[config.mk]
export PLATFORM = sky130hd
export DESIGN_NAME = cam_regs
export DESIGN_NICKNAME = d
export VERILOG_FILES = /design/src/rtl/cam_pkg.sv /design/src/rtl/cam_sync.sv /design/src/rtl/cam_alert.sv /design/src/rtl/cam_regs.sv
export VERILOG_INCLUDE_DIRS = /design/src /design/src/rtl
export SDC_FILE = /design/constraint.sdc
export NUM_CORES = 1
export LEC_CHECK = 0
export BUFFER_PORTS_ARGS = -buffer_cell sky130_fd_sc_hd__buf_2
export CORE_ASPECT_RATIO = 1.75
export CORE_MARGIN = 4
export CORE_UTILIZATION = 51
export CTS_BUF_LIST = sky130_fd_sc_hd__clkbuf_16
export CTS_CLUSTER_DIAMETER = 200
export DETAILED_ROUTE_END_ITERATION = 10
export HOLD_SLACK_MARGIN = 0.03
export PLACE_DENSITY = 0.81
export SLEW_MARGIN = 40
export SYNTH_ARGS = -nofsm -noshare
export SYNTH_HDL_FRONTEND = slang
export SYNTH_SLANG_ARGS = --single-unit
export TNS_END_PERCENT = 100
[constraint.sdc]
create_clock -name sys_clk -period 2 [get_ports sys_clk]
set_input_delay 0.4 -clock sys_clk [delete_from_list [all_inputs] [get_ports sys_clk]]
set_output_delay 0.4 -clock sys_clk [all_outputs]
set_load 0.005 [all_outputs]
[src/rtl/cam_map.svh]
`ifndef CAM_MAP_SVH
`define CAM_MAP_SVH

// ****************************************************************
// Register offsets
// ****************************************************************
`define CAM_ADDR_CFG        8'h73
`define CAM_ADDR_MASK1      8'h74
`define CAM_ADDR_MASK2      8'h75

// ****************************************************************
// Reset values
// ****************************************************************
`define CAM_RESET_VAL       8'h00
`define CAM_UNMAPPED_VAL    8'h00

// ****************************************************************
// Configuration register fields
// ****************************************************************
`define CAM_CFG_DETECT_EN   0
`define CAM_CFG_SEEN_LO     1
`define CAM_CFG_SEEN_HI     3
`define CAM_CFG_AVG_OFF     4
`define CAM_CFG_BYPASS      5
`define CAM_CFG_SINGLE      6
`define CAM_CFG_SHUTDOWN    7
`define CAM_CFG_WR_MASK     8'hf1

// ****************************************************************
// Mask register fields
// ****************************************************************
`define CAM_MASK1_GATE      7
`define CAM_STAT1_USED      8'h76
`define CAM_STAT2_USED      8'hfe
`define CAM_MASK2_FAN4      5

// ****************************************************************
// Channel select codes and counts
// ****************************************************************
`define CAM_SEL_CORE        3'h1
`define CAM_SEL_MAIN        3'h2
`define CAM_SEL_REMOTE_ONE  3'h5
`define CAM_SEL_LOCAL       3'h6
`define CAM_SEL_REMOTE_TWO  3'h7
`define CAM_FAN_COUNT       3

`endif

[src/rtl/cam_pkg.sv]
`include "cam_map.svh"

package cam_pkg;

  // ****************************************************************
  // Register port from the serial management bus engine
  // ****************************************************************
  typedef struct packed {
    logic       wr;
    logic       rd;
    logic [7:0] addr;
    logic [7:0] wdata;
  } cam_regbus_s;

  typedef enum logic [2:0] {
    cam_ch_none,
    cam_ch_core,
    cam_ch_main,
    cam_ch_remote_one,
    cam_ch_local,
    cam_ch_remote_two
  } cam_channel_e;

  // ****************************************************************
  // Mode outputs to the measurement engine and fan drives
  // ****************************************************************
  typedef struct packed {
    logic         avg_off;
    logic         divider_bypass;
    logic         single_mode;
    cam_channel_e channel;
    logic         force_off;
    logic         off_level;
  } cam_mode_s;

  typedef struct packed {
    logic [`CAM_FAN_COUNT-1:0] s1;
    logic [`CAM_FAN_COUNT-1:0] s2;
    logic [`CAM_FAN_COUNT-1:0] s3;
    logic [`CAM_FAN_COUNT-1:0] stable;
  } cam_sync_s;

  typedef struct packed {
    logic [7:0] cfg;
    logic [7:0] mask1;
    logic [7:0] mask2;
    logic [7:0] rdata;
    cam_mode_s  mode;
    logic       alert_oe;
  } cam_state_s;

endpackage : cam_pkg

[src/rtl/cam_sync.sv]
`timescale 1ns/10ps
`default_nettype none
`include "cam_map.svh"

module cam_sync
  import cam_pkg::*;
(
  // Clock and reset
  input  wire logic                      sys_clk,
  input  wire logic                      sys_rst,
  // Pin side and settled level
  input  wire logic [`CAM_FAN_COUNT-1:0] pin_in,
  output logic      [`CAM_FAN_COUNT-1:0] stable_out
);

  cam_sync_s                 st;
  cam_sync_s                 next_st;
  logic [`CAM_FAN_COUNT-1:0] agree;

  // ****************************************************************
  // Settled level moves only once the last two stages agree
  // ****************************************************************
  genvar g;
  generate
    for (g = 0; g < `CAM_FAN_COUNT; g++)
    begin : g_agree
      assign agree[g] = (st.s2[g] == st.s3[g]);
    end
  endgenerate

  always_comb
  begin
    next_st        = st;
    next_st.s1     = pin_in;
    next_st.s2     = st.s1;
    next_st.s3     = st.s2;
    next_st.stable = (st.s3 & agree) | (st.stable & ~agree);
  end

  always_ff @(posedge sys_clk or posedge sys_rst)
  begin
    if (sys_rst)
      st <= '0;
    else
      st <= next_st;
  end

  assign stable_out = st.stable;

endmodule : cam_sync

`default_nettype wire

[src/rtl/cam_alert.sv]
`timescale 1ns/10ps
`default_nettype none
`include "cam_map.svh"

module cam_alert
  import cam_pkg::*;
(
  // Mask registers
  input  wire logic [7:0] mask1,
  input  wire logic [7:0] mask2,
  // Status conditions
  input  wire logic [7:0] stat1,
  input  wire logic [7:0] stat2,
  input  wire logic       overheat_on_pin,
  input  wire logic       overheat_timer_event,
  // Combined request
  output logic            alert_req
);

  logic [7:0] stat2_eff;
  logic       first_hit;
  logic       second_hit;
  logic       all_second_masked;
  logic       second_any;

  always_comb
  begin
    stat2_eff = stat2 & `CAM_STAT2_USED;
    // Shared bit follows whichever function the speed sense pin serves
    if (overheat_on_pin)
      stat2_eff[`CAM_MASK2_FAN4] = overheat_timer_event;
    first_hit  = |(stat1 & `CAM_STAT1_USED & ~mask1);
    second_hit = |(stat2_eff & ~mask2);
    all_second_masked = &(mask2 | ~`CAM_STAT2_USED);
    second_any = |stat2_eff;
    // Fully masked second status still alerts unless the gate bit is set
    alert_req = first_hit | second_hit
              | (all_second_masked & second_any & ~mask1[`CAM_MASK1_GATE]);
  end

endmodule : cam_alert

`default_nettype wire

[src/rtl/cam_regs.sv]
// Overview of operation
// - Detect enable bit makes bits 3..1 report four-wire fan presence per channel.
// - Fan detect bits are read-only, each set when a four-wire fan is attached.
// - Averaging disable bit turns off measurement averaging for faster conversions.
// - Divider bypass bit removes attenuation from the core supply input.
// - Single-channel bit samples one input, chosen by a three-bit external field.
// - Codes 1,2,5,6,7 select core, main, remote one, local, remote two.
// - Shutdown bit forces every fan drive to its off level, set by polarity flip.
// - While lock is set the configuration register ignores writes.
// - First mask bits 1,2,4,5,6 suppress alerts for matching limit conditions.
// - With second mask all set, first mask bit 7 decides if second status still alerts.
// - Second mask bit 1 blocks overtemperature limit alerts.
// - Second mask bits 2,3,4 block fan one, two, three fault alerts.
// - Second mask bit 5 blocks fan four fault or overheat timer event.
// - Second mask bits 6,7 block diode faults on remote sensors one, two.
// - Power-on clears configuration and both mask registers to zero.
// - Alert reaches the shared pin only when the alert enable bit selects it.
`timescale 1ns/10ps
`default_nettype none
`include "cam_map.svh"

module cam_regs
  import cam_pkg::*;
(
  // Clock and reset
  input  wire logic                      sys_clk,
  input  wire logic                      sys_rst,
  // Register port from the serial management bus engine
  input  wire cam_pkg::cam_regbus_s      regbus,
  output logic      [7:0]                reg_rdata,
  // Settings held in neighbouring registers
  input  wire logic                      lock_active,
  input  wire logic [2:0]                channel_select_field,
  input  wire logic                      output_polarity_flip,
  input  wire logic                      alert_pin_enable,
  input  wire logic                      fourth_speed_sense_pin_is_overheat,
  // Fan presence sense pins
  input  wire logic [`CAM_FAN_COUNT-1:0] fan_four_wire_pin,
  // Status conditions from the monitoring logic
  input  wire logic [7:0]                first_status,
  input  wire logic [7:0]                second_status,
  input  wire logic                      overheat_timer_event,
  // Mode outputs
  output cam_pkg::cam_mode_s             mode,
  // Open-drain alert pin, low when driven
  output logic                           alert_pin_out,
  output logic                           alert_pin_oe
);

  cam_state_s                st;
  cam_state_s                next_st;
  logic [`CAM_FAN_COUNT-1:0] fan_seen;
  logic                      alert_req;
  logic [7:0]                cfg_view;

  // ****************************************************************
  // Fan presence pins come from outside the clock domain
  // ****************************************************************
  cam_sync u_sync
  (
    .sys_clk    (sys_clk),
    .sys_rst    (sys_rst),
    .pin_in     (fan_four_wire_pin),
    .stable_out (fan_seen)
  );

  // ****************************************************************
  // Alert combination
  // ****************************************************************
  cam_alert u_alert
  (
    .mask1                (st.mask1),
    .mask2                (st.mask2),
    .stat1                (first_status),
    .stat2                (second_status),
    .overheat_on_pin      (fourth_speed_sense_pin_is_overheat),
    .overheat_timer_event (overheat_timer_event),
    .alert_req            (alert_req)
  );

  // ****************************************************************
  // Channel select decode
  // ****************************************************************
  function automatic cam_channel_e decode_channel(input logic [2:0] code);
    cam_channel_e ch;
    ch = cam_ch_none;
    if (code == `CAM_SEL_CORE)
      ch = cam_ch_core;
    else if (code == `CAM_SEL_MAIN)
      ch = cam_ch_main;
    else if (code == `CAM_SEL_REMOTE_ONE)
      ch = cam_ch_remote_one;
    else if (code == `CAM_SEL_LOCAL)
      ch = cam_ch_local;
    else if (code == `CAM_SEL_REMOTE_TWO)
      ch = cam_ch_remote_two;
    return ch;
  endfunction : decode_channel

  // ****************************************************************
  // Next state
  // ****************************************************************
  always_comb
  begin
    next_st  = st;
    cfg_view = st.cfg;
    // Detect bits read zero while detection is off
    cfg_view[`CAM_CFG_SEEN_HI:`CAM_CFG_SEEN_LO] =
      st.cfg[`CAM_CFG_DETECT_EN] ? fan_seen : '0;

    if (regbus.wr)
    begin
      if (regbus.addr == `CAM_ADDR_CFG)
      begin
        if (!lock_active)
          next_st.cfg = regbus.wdata & `CAM_CFG_WR_MASK;
      end
      else if (regbus.addr == `CAM_ADDR_MASK1)
        next_st.mask1 = regbus.wdata;
      else if (regbus.addr == `CAM_ADDR_MASK2)
        next_st.mask2 = regbus.wdata;
    end

    if (regbus.rd)
    begin
      if (regbus.addr == `CAM_ADDR_CFG)
        next_st.rdata = cfg_view;
      else if (regbus.addr == `CAM_ADDR_MASK1)
        next_st.rdata = st.mask1;
      else if (regbus.addr == `CAM_ADDR_MASK2)
        next_st.rdata = st.mask2;
      else
        next_st.rdata = `CAM_UNMAPPED_VAL;
    end

    // Modes follow the stored register and the neighbouring settings one cycle later
    next_st.mode.avg_off        = st.cfg[`CAM_CFG_AVG_OFF];
    next_st.mode.divider_bypass = st.cfg[`CAM_CFG_BYPASS];
    next_st.mode.channel        = decode_channel(channel_select_field);
    // A reserved code leaves the converter scanning rather than sampling nothing
    next_st.mode.single_mode    = st.cfg[`CAM_CFG_SINGLE]
                                & (next_st.mode.channel != cam_ch_none);
    next_st.mode.force_off      = st.cfg[`CAM_CFG_SHUTDOWN];
    next_st.mode.off_level      = output_polarity_flip;

    next_st.alert_oe = alert_req & alert_pin_enable;
  end

  // ****************************************************************
  // State register
  // ****************************************************************
  always_ff @(posedge sys_clk or posedge sys_rst)
  begin
    if (sys_rst)
    begin
      st       <= '0;
      st.cfg   <= `CAM_RESET_VAL;
      st.mask1 <= `CAM_RESET_VAL;
      st.mask2 <= `CAM_RESET_VAL;
    end
    else
      st <= next_st;
  end

  assign reg_rdata     = st.rdata;
  assign mode          = st.mode;
  // Open drain only ever pulls low; the level is tied to zero and only the enable is registered
  assign alert_pin_out = 1'b0;
  assign alert_pin_oe  = st.alert_oe;

endmodule : cam_regs

`default_nettype wire

; ---- Yosys cells after proc, flatten, opt, wreduce, memory -nomap -nowiden
; Cells that the tools add are included.
[totals]
reg_bits = 50
output_inout_bits = 18
[classes]
eq_ne = 11
mux = 10
bitwise_logic = 18
n_reduce_logical = 8
[op_table]
columns = operator, n
row1 = equality test 8 x 7 -> 1 bit (second input constant), 3
row2 = two-way mux 8 bit, 3
row3 = two-way mux 3 bit, 6
row4 = inverter 8 bit, 2
row5 = OR reduction 8 bit, 2
row6 = equality test 3 bit (second input constant), 3
row7 = bitwise AND 7 x 8 -> 8 bit, 1
row8 = bitwise AND 8 bit, 1
row9 = AND reduction 7 bit, 1
row10 = OR reduction 7 bit, 1
row11 = bitwise AND 3 bit, 2
row12 = AND reduction 3 bit, 2
row13 = bitwise AND 1 bit, 4
row14 = inverter 1 bit, 4
row15 = AND reduction 4 bit, 1
row16 = equality test 1 bit, 3
row17 = equality test 3 x 1 -> 1 bit (second input constant), 1
row18 = equality test 3 x 2 -> 1 bit (second input constant), 1
row19 = inverter 3 bit, 1
row20 = bitwise OR 3 bit, 1
row21 = nonzero test 3 bit, 1
row22 = bitwise OR 1 bit, 2
row23 = two-way mux 1 bit, 1

; ---- Longest topological paths before layout
; Gate-level depths: netlist of the first run.
[logic_depth]
ltp_word = 8
depth_mapped = 5
depth_no_buf = 4

; ---- Hierarchy
; From an unflattened synthesis of the first run, not the netlist that was laid out.
[hier_totals]
hier_cells = 186
hier_area_um2 = 2374.8
[by_module_without_submodules]
columns = module, instances, cells_per_inst, area_each_um2
row1 = cam_regs, 1, 145, 1861.8
row2 = cam_sync, 1, 19, 360.3
row3 = cam_alert, 1, 22, 152.6

; ---- Worst setup path before layout of the first run
; Ideal clock, no wire load.
[synth_timing]
path_type = input -> register
start = in regbus[9] (netlist bit)
end = reg st[25] (netlist name)
setup_time_ns = 0.125
t_arrival_ns = 1.452
slack_ns = 0.423
path_stages = 4
n_path_buf = 1
path_cell_list = nand2b_1 buf_6 nor4_4 mux2_2
[synth_via]
elab_chain_len = 3
[synth_lines]
columns = item, line_no
row1 = from (decl), cam_regs.sv:29  ; input wire cam_pkg::cam_regbus_s regbus,
row2 = equality test 8 x 7 -> 1 bit (no source line), --
row3 = inverter 1 bit (no source line), --
row4 = AND reduction 3 bit (no source line) (*), --
; Every way passes the cells marked *; elsewhere a longest branch is shown, timed or not.
; A chain may end at the register's enable or synchronous reset.

; ---- Final worst setup path of the first run
[layout_timing]
start = in regbus[11] (netlist bit)
end = reg st (netlist bit cfg_view[7])
[layout_via]
elab_chain_len = 2
[layout_lines]
columns = item, line_no
row1 = equality test 8 x 7 -> 1 bit (no source line), --
row2 = AND reduction 3 bit (no source line), --
row3 = to (signal assigned), cam_regs.sv:162  ; st <= next_st;
row4 = to (decl), cam_regs.sv:50  ; cam_state_s st;
; No other way between the ends.

==> results of run 1 <==
-- cell type report --
cell class	instances	area, sq um
multi-input combinational	90	713
clock buffer	5	125
fill	341	1550
sequential	50	1250
tap	49	61.3
clock inverter	3	21.3
timing repair buffer	66	348
inverter	22	82.6
-- worst max-delay path, stage by stage --
cell and delay, ns:
buf_2 0.09, nor2_1 0.15, and4_1 0.23, and4b_1 0.37
mux2_2 0.37
-- layer usage --
metal | GRT usage [%] | part of all wire (%) | vias to the layer above
li1 | - | - | 711
met1 | 20.8 | 40 | 706
met2 | 29.1 | 52 | 43
met3 | 3.93 | 5.8 | 7
met4 | 7.54 | 2.0 | 0
met5 | 0 | 0 | -
-- cell families (layout without fill, tap and decap cells) --
family	after synthesis	after routing	share of synthesized area [%]
DFF	50	50	56.6
buffers and inverters	43	96	11.1
muxes	30	30	14.8
and+or+nand+nor	29	29	8.49
AOI/OAI and AO/OA	27	27	7.47
adders and majority gates	3	3	1.36
other	1	1	0.170
-- how the worst max path moves through the flow --
stage / startpoint / to / slack [ns] / depth (start not counted)
after floorplan: sys_rst / async pin / 0.40 / 1
after global placement: regbus[11] / cfg_view[5] / 0.28 / 5
after detailed placement: regbus[11] / cfg_view[7] / 0.27 / 5
after CTS: regbus[11] / cfg_view[7] / 0.55 / 5
after global routing: regbus[11] / cfg_view[5] / 0.48 / 5
final: regbus[11] / cfg_view[7] / 0.57 / 5
-- power by group --
part	switching [mW]	internal, mW	total, mW
Sequential	0.0256	1.05	1.08
Clock	0.367	0.463	0.830
Combinational	0.0797	0.0782	0.158
Total	0.472	1.59	2.07
-- synthesized netlist by cell type (2+ instances only) --
library cell  count
o21ai_0           3
a21oi_1           7
inv_1            22
maj3_1            3
nor2_1           11
mux2_2           21
or4_1             2
buf_4            17
and2_1            2
dfrtp_1          50
o22ai_1          12
mux2i_1           9
nand2_1           4
-- sequential cells by signal, indices dropped and copies added (netlist names), named ones only --
register	cells
st	16
mode	8
alert_pin_oe	1
reg_rdata	8
u_sync.next_st	6
u_sync.st	3
cfg_view	5
-- per-stage QoR --
stage          util [%]  std cells  setup slack (ns)  hold slack, ns
4_1_cts            62.7        285             0.554           0.181
5_1_grt            62.7        285             0.484           0.206
3_3_place_gp       59.2        277             0.280           0.332
3_5_place_dp       59.2        277             0.269           0.335
2_1_floorplan         -        183             0.399           0.331
6_report           62.7        285             0.565           0.158
==> summary.log, run 1 <==
[status] run status finished clean
[synthesis] number of register bits inferred by synthesis 50
[synthesis] average instance area after synthesis 12.1 sq um
[sta] skew final 0.00626 ns
[routing] total wire length after detailed routing 4180 um
[synthesis] sequential element share of the synthesized area 56.6%
[sta] total negative setup slack 0 ns
[sta] share of the cycle needed by the critical path after routing 71.7%
[sta] number of max-slew violations in the final report 0
[critical_path] Critical Path AT 1.61 ns
[critical_path] Worst Path Max Fanout 5
[clock_network] H-tree Lvls 2
[clock_network] clk_lat worst skew 0.29 ns
[clock_network] CTS tree yes
[clock_network] cts repair resizes 0
[run] number of maximum-capacitance violations 0
[routing] Detailed Routing Iterations Pass 1 4
[synthesis] Post-Syn Area 2210 sq um
[floorplanning] Die ar. 5490 sq um
[clock_network] number of buffers inserted by hold repair at cts 0
[sta] final count of hold timing violations 0
[cells_and_area] final non-filler cell area 2600 sq um
[hold_path] class of the most critical hold timing path input pin to async pin
[sta] min cycle time layout 1.43 ns
[synthesis] most area-consuming cells after synthesis dfrtp_1 57%, mux2_2 11%, buf_4 5.8%, mux2i_1 4.1%, inv_1 3.7%
[global_routing] pin count of the biggest net entering global routing 30
[global_routing] vias in the first global route 1484
[floorplanning] horizontal die dimension 57.8 um
[pwr] leakage component of the power 1.34 nW
[sta] maximum achievable frequency 697 MHz
[place] area after detailed placement 2460 sq um
[place] final weighted congestion in routability-driven placement 0.812
[synthesis] number of distinct library cell variants in the gate-level netlist after synthesis 33
[floorplanning] site row count 31
[routing] via count 1467
[floorplanning] Placeable Area 4150 sq um
[floorplanning] vertical die dimension 95.1 um
[cells_and_area] antenna diode instance count 0
[sta] pin slew with the least headroom to its limit 0.566 ns
[place] placed wire-length estimate 3310 um
[routing] drt first-iter violations 34
[clock_network] post-CTS clock slew at the launch and capture registers of the worst setup and hold paths 0.07 ns
[pwr] P per Cell Area 794 nW/um^2
[global_routing] overall global routing resource usage 17.2%
[cells_and_area] share of cells above drive strength 1 41.9%
[routing] Routed wire per std cell 14.7 um
[critical_path] kind of critical path input pin to register
[synthesis] leading area contributor after synthesis dfrtp_1
[cells_and_area] layout overhead on the synthesized area 17.8%
[floorplanning] number of top-level pins 65
[cells_and_area] most common cell after layout, fill and taps aside buf_2
[synthesis] net count after synthesis 230
[cells_and_area] final-stage net count 282
[pwr] VDD IR max 0.611 mV
[routing] remaining antenna violation count 0
[critical_path] Worst setup EP type register
[global_routing] aggregate global routing overflow 0
[clock_network] clock tree sinks 50
[critical_path] Worst Reg2Reg Path Length in Cells 3
[critical_path] r2r setup slk 0.58 ns
[synthesis] fraction of post-synthesis cell area in the top cell type by area 56.6%
[clock_network] Root Buffer Master clkbuf_16
[clock_network] Bufs on Longest Clock Path 2
[cells_and_area] leading cell types in the layout, fill and taps excluded 59 x buf_2, 50 x dfrtp_1, 21 x inv_1, 21 x mux2_2, 12 x o22ai_1
[clock_network] cts bufs inserted 5
[global_routing] initial antenna violation count 0
[sta] RSZ-0062 raised after global routing no
[global_routing] global-route wire length before repair 7040 um
[routing] average vias per placed instance 5.15
[floorplanning] starting utilization of the core area 53.2%
[critical_path] critical path startpoint category input pin
[place] quantity of I/O buffers inserted on ports 59
[clock_network] # Post-CTS Setup Buffers 0
[critical_path] Crit Reg-Reg Startpoint st[21]
[critical_path] Req. time, crit path 2.17 ns
[synthesis] most used flip-flop cell after synthesis dfrtp_1
[synthesis] number of warnings issued by yosys 0
[routing] number of remaining DRC errors 0
[synthesis] asr flop ratio synth 100%
[pwr] Power Total 2.07 mW
[synthesis] synthesized instance count 183
[sta] final number of setup-violating endpoints 0
[critical_path] endpoint of the lowest-slack register-to-register path alert_pin_oe
[synthesis] number of enable-type register cells in the synthesized netlist 0
[sta] Slew headroom 62.2%
Note: power is estimated with default switching activity, not from simulation.
==> run 2: changes to the inputs <==
--- a/config.mk
+++ b/config.mk
@@ -9,12 +9,12 @@
 export BUFFER_PORTS_ARGS = -buffer_cell sky130_fd_sc_hd__buf_2
 export CORE_ASPECT_RATIO = 1.75
 export CORE_MARGIN = 4
-export CORE_UTILIZATION = 51
+export CORE_UTILIZATION = 46
 export CTS_BUF_LIST = sky130_fd_sc_hd__clkbuf_16
 export CTS_CLUSTER_DIAMETER = 200
 export DETAILED_ROUTE_END_ITERATION = 10
 export HOLD_SLACK_MARGIN = 0.03
-export PLACE_DENSITY = 0.81
+export PLACE_DENSITY = 0.77
 export SLEW_MARGIN = 40
 export SYNTH_ARGS = -nofsm -noshare
 export SYNTH_HDL_FRONTEND = slang
==> constraint.sdc (replaced) <==
create_clock -name sys_clk -period 1.3 [get_ports sys_clk]
set_input_delay 0.26 -clock sys_clk [delete_from_list [all_inputs] [get_ports sys_clk]]
set_output_delay 0.26 -clock sys_clk [all_outputs]
set_load 0.005 [all_outputs]
==> summary.log, run 2 (same netlist as run 1, synthesis figures left out) <==
[critical_path] Critical Path AT 1.49 ns [-0.12 ns]
[sta] final number of setup-violating endpoints 1 [+1]
[critical_path] Req. time, crit path 1.47 ns [-0.70 ns]
[floorplanning] vertical die dimension 99.7 um [+4.8%]
[clock_network] Root Buffer Master clkbuf_16
[clock_network] post-CTS clock slew at the launch and capture registers of the worst setup and hold paths 0.06 ns [about the same]
[clock_network] Bufs on Longest Clock Path 2 [unchanged]
[critical_path] critical path startpoint category register
[place] final weighted congestion in routability-driven placement 0.783 [-3.5%]
[routing] via count 1509 [+2.9%]
[routing] number of remaining DRC errors 0 [unchanged]
[cells_and_area] final-stage net count 297 [+5.3%]
[clock_network] CTS tree yes
[cells_and_area] share of cells above drive strength 1 45.8% [+3.9 points]
[routing] Detailed Routing Iterations Pass 1 4 [unchanged]
[floorplanning] horizontal die dimension 60.4 um [+4.6%]
[global_routing] aggregate global routing overflow 0 [unchanged]
[clock_network] H-tree Lvls 2 [unchanged]
[cells_and_area] most common cell after layout, fill and taps aside buf_2
[clock_network] cts bufs inserted 5 [unchanged]
[critical_path] family with the most delay on the worst path simple AND/OR/NAND/NOR gates
[pwr] leakage component of the power 1.44 nW [+7.3%]
[critical_path] endpoint of the lowest-slack register-to-register path alert_pin_oe
[status] run status complete, but fails checks
[sta] final count of hold timing violations 0 [unchanged]
[clock_network] clk_lat worst skew 0.29 ns [about the same]
[floorplanning] site row count 33 [+6.5%]
[routing] Routed wire per std cell 15.0 um [+2.6%]
[hold_path] WHS Endpoint mode[0]
[place] Post-Place Setup Slack -0.253 ns [-0.522 ns]
[global_routing] vias in the first global route 1552 [+4.6%]
[cells_and_area] flip-flop count of the largest register, all copies and words added 16 [unchanged]
[global_routing] overall global routing resource usage 16.7% [-0.57 points]
[hold_path] Hold Path Origin output_polarity_flip
[place] placed wire-length estimate 3620 um [+9.3%]
[critical_path] Worst setup EP type register
[floorplanning] Die ar. 6020 sq um [+9.6%]
[critical_path] ordered cell list for the critical path o22ai_1 -> or4_1 -> o31a_1
[floorplanning] starting utilization of the core area 47.4% [-5.9 points]
[cells_and_area] Top reg by flops st
[sta] number of max-slew violations in the final report 0 [unchanged]
[critical_path] Worst Path Max Fanout 2 [-3]
[pwr] VDD IR max 1.03 mV [+68%]
[place] post-placement cell count 294 [+6.1%]
[critical_path] Worst Reg2Reg Path Length in Cells 3 [unchanged]
[status] violated checks negative setup slack
[run] number of maximum-capacitance violations 0 [unchanged]
[sta] maximum achievable frequency 758 MHz
[critical_path] Worst Path Buf+Inv 0 [-1]
[floorplanning] number of top-level pins 65 [unchanged]
[global_routing] pin count of the biggest net entering global routing 19 [-37%]
[global_routing] global-route wire length before repair 7320 um [+3.9%]
[clock_network] clock tree sinks 50 [unchanged]
[hold_path] class of the most critical hold timing path input pin to register
[routing] drt first-iter violations 29 [-15%]
[pwr] P per Cell Area 1140 nW/um^2 [+44%]
[cells_and_area] final standard cell count with taps included and fillers excluded 303 [+6.3%]
[routing] remaining antenna violation count 0 [unchanged]
[cells_and_area] layout overhead on the synthesized area 27.4%
[place] quantity of I/O buffers inserted on ports 59 [unchanged]
[floorplanning] Placeable Area 4670 sq um [+12%]
[cells_and_area] leading cell types in the layout, fill and taps excluded 59 x buf_2, 50 x dfrtp_1, 21 x inv_1
[critical_path] slowest cell delay on critical path 0.51 ns [+0.14 ns]
[sta] min cycle time layout 1.32 ns
[hold_path] number of instances on the worst hold path 1
[sta] skew final 0.00453 ns [-0.00172 ns]
[sta] final worst slack -0.0194 ns [-0.584 ns]
[routing] total wire length after detailed routing 4560 um [+9.1%]
[sta] share of the cycle needed by the critical path after routing 101%
[critical_path] r2r setup slk -0.02 ns [-0.60 ns]
[cells_and_area] Post-Route Utilization 60.3% [-2.4 points]
[critical_path] critical path's slowest cell or4_1
[sta] RSZ-0062 raised after global routing yes
[critical_path] kind of critical path register to register
[cells_and_area] antenna diode instance count 0 [unchanged]
[routing] average vias per placed instance 4.98 [-3.2%]
[global_routing] initial antenna violation count 0 [unchanged]
[critical_path] Crit Reg-Reg Startpoint st[20]
[pwr] Power Total 3.21 mW [+55%]
==> run 2: cell types whose count changed in the layout (fill, tap and decap cells not counted), sizes merged <==
cell and delta:
inv -1, buf +14, dlygate4sd3 +1, clkinvlp +1
==> run 2: worst max-delay path by stage <==
stage / start / to / slack (ns) / cells after the start
2_1_floorplan: regbus[9] / st[25] / -0.14 / 4
3_3_place_gp: regbus[11] / cfg_view[5] / -0.20 / 5
3_5_place_dp: regbus[11] / cfg_view[5] / -0.25 / 5
4_1_cts: st[20] / alert_pin_oe / -0.02 / 3
5_1_grt: st[20] / alert_pin_oe / -0.1 / 3
6_report: st[20] / alert_pin_oe / -0.02 / 3
==> run 2: cell type report <==
cell class	instances	area, sq um
Clock inverter	3	16.3
Inverter	22	86.3
Multi-Input combinational cell	90	758
Tap cell	52	65.1
Clock buffer	5	125
Fill cell	401	1850
Timing Repair Buffer	81	513
Sequential cell	50	1250
==> run 2: where the power goes <==
group          switching, mW  internal [mW]  leakage [nW]
Combinational          0.142          0.166         0.710
Clock                  0.543          0.702        0.0672
Sequential            0.0349           1.62         0.659
Total                  0.721           2.49          1.44
==> run 2: per-layer routing <==
| layer | global-route usage [%] | routed length [um] |
|---|---|---|
| met2 | 28.2 | 2470 |
| met4 | 7.51 | 108 |
| met3 | 2.99 | 244 |
| met1 | 19.9 | 1740 |
| met5 | 0 | 0 |
==> run 2: timing repair <==
action,CTS,global route
setup buffers,0,0
hold buffers,1,0
setup endpoints to repair,1,3
pin swaps,3,0
hold endpoints to repair,13,0
resized for setup,0,1
==> run 2: metrics by stage <==
stage               hold slack, ns  instance area, sq um  setup TNS, ns
CTS                         0.0700                  2810        -0.0204
global placement             0.266                  2660          -3.54
detailed placement           0.269                  2660          -3.94
global route                0.0660                  2820        -0.0954
floorplan                    0.291                  2260          -1.86
finish                      0.0742                  2820        -0.0194
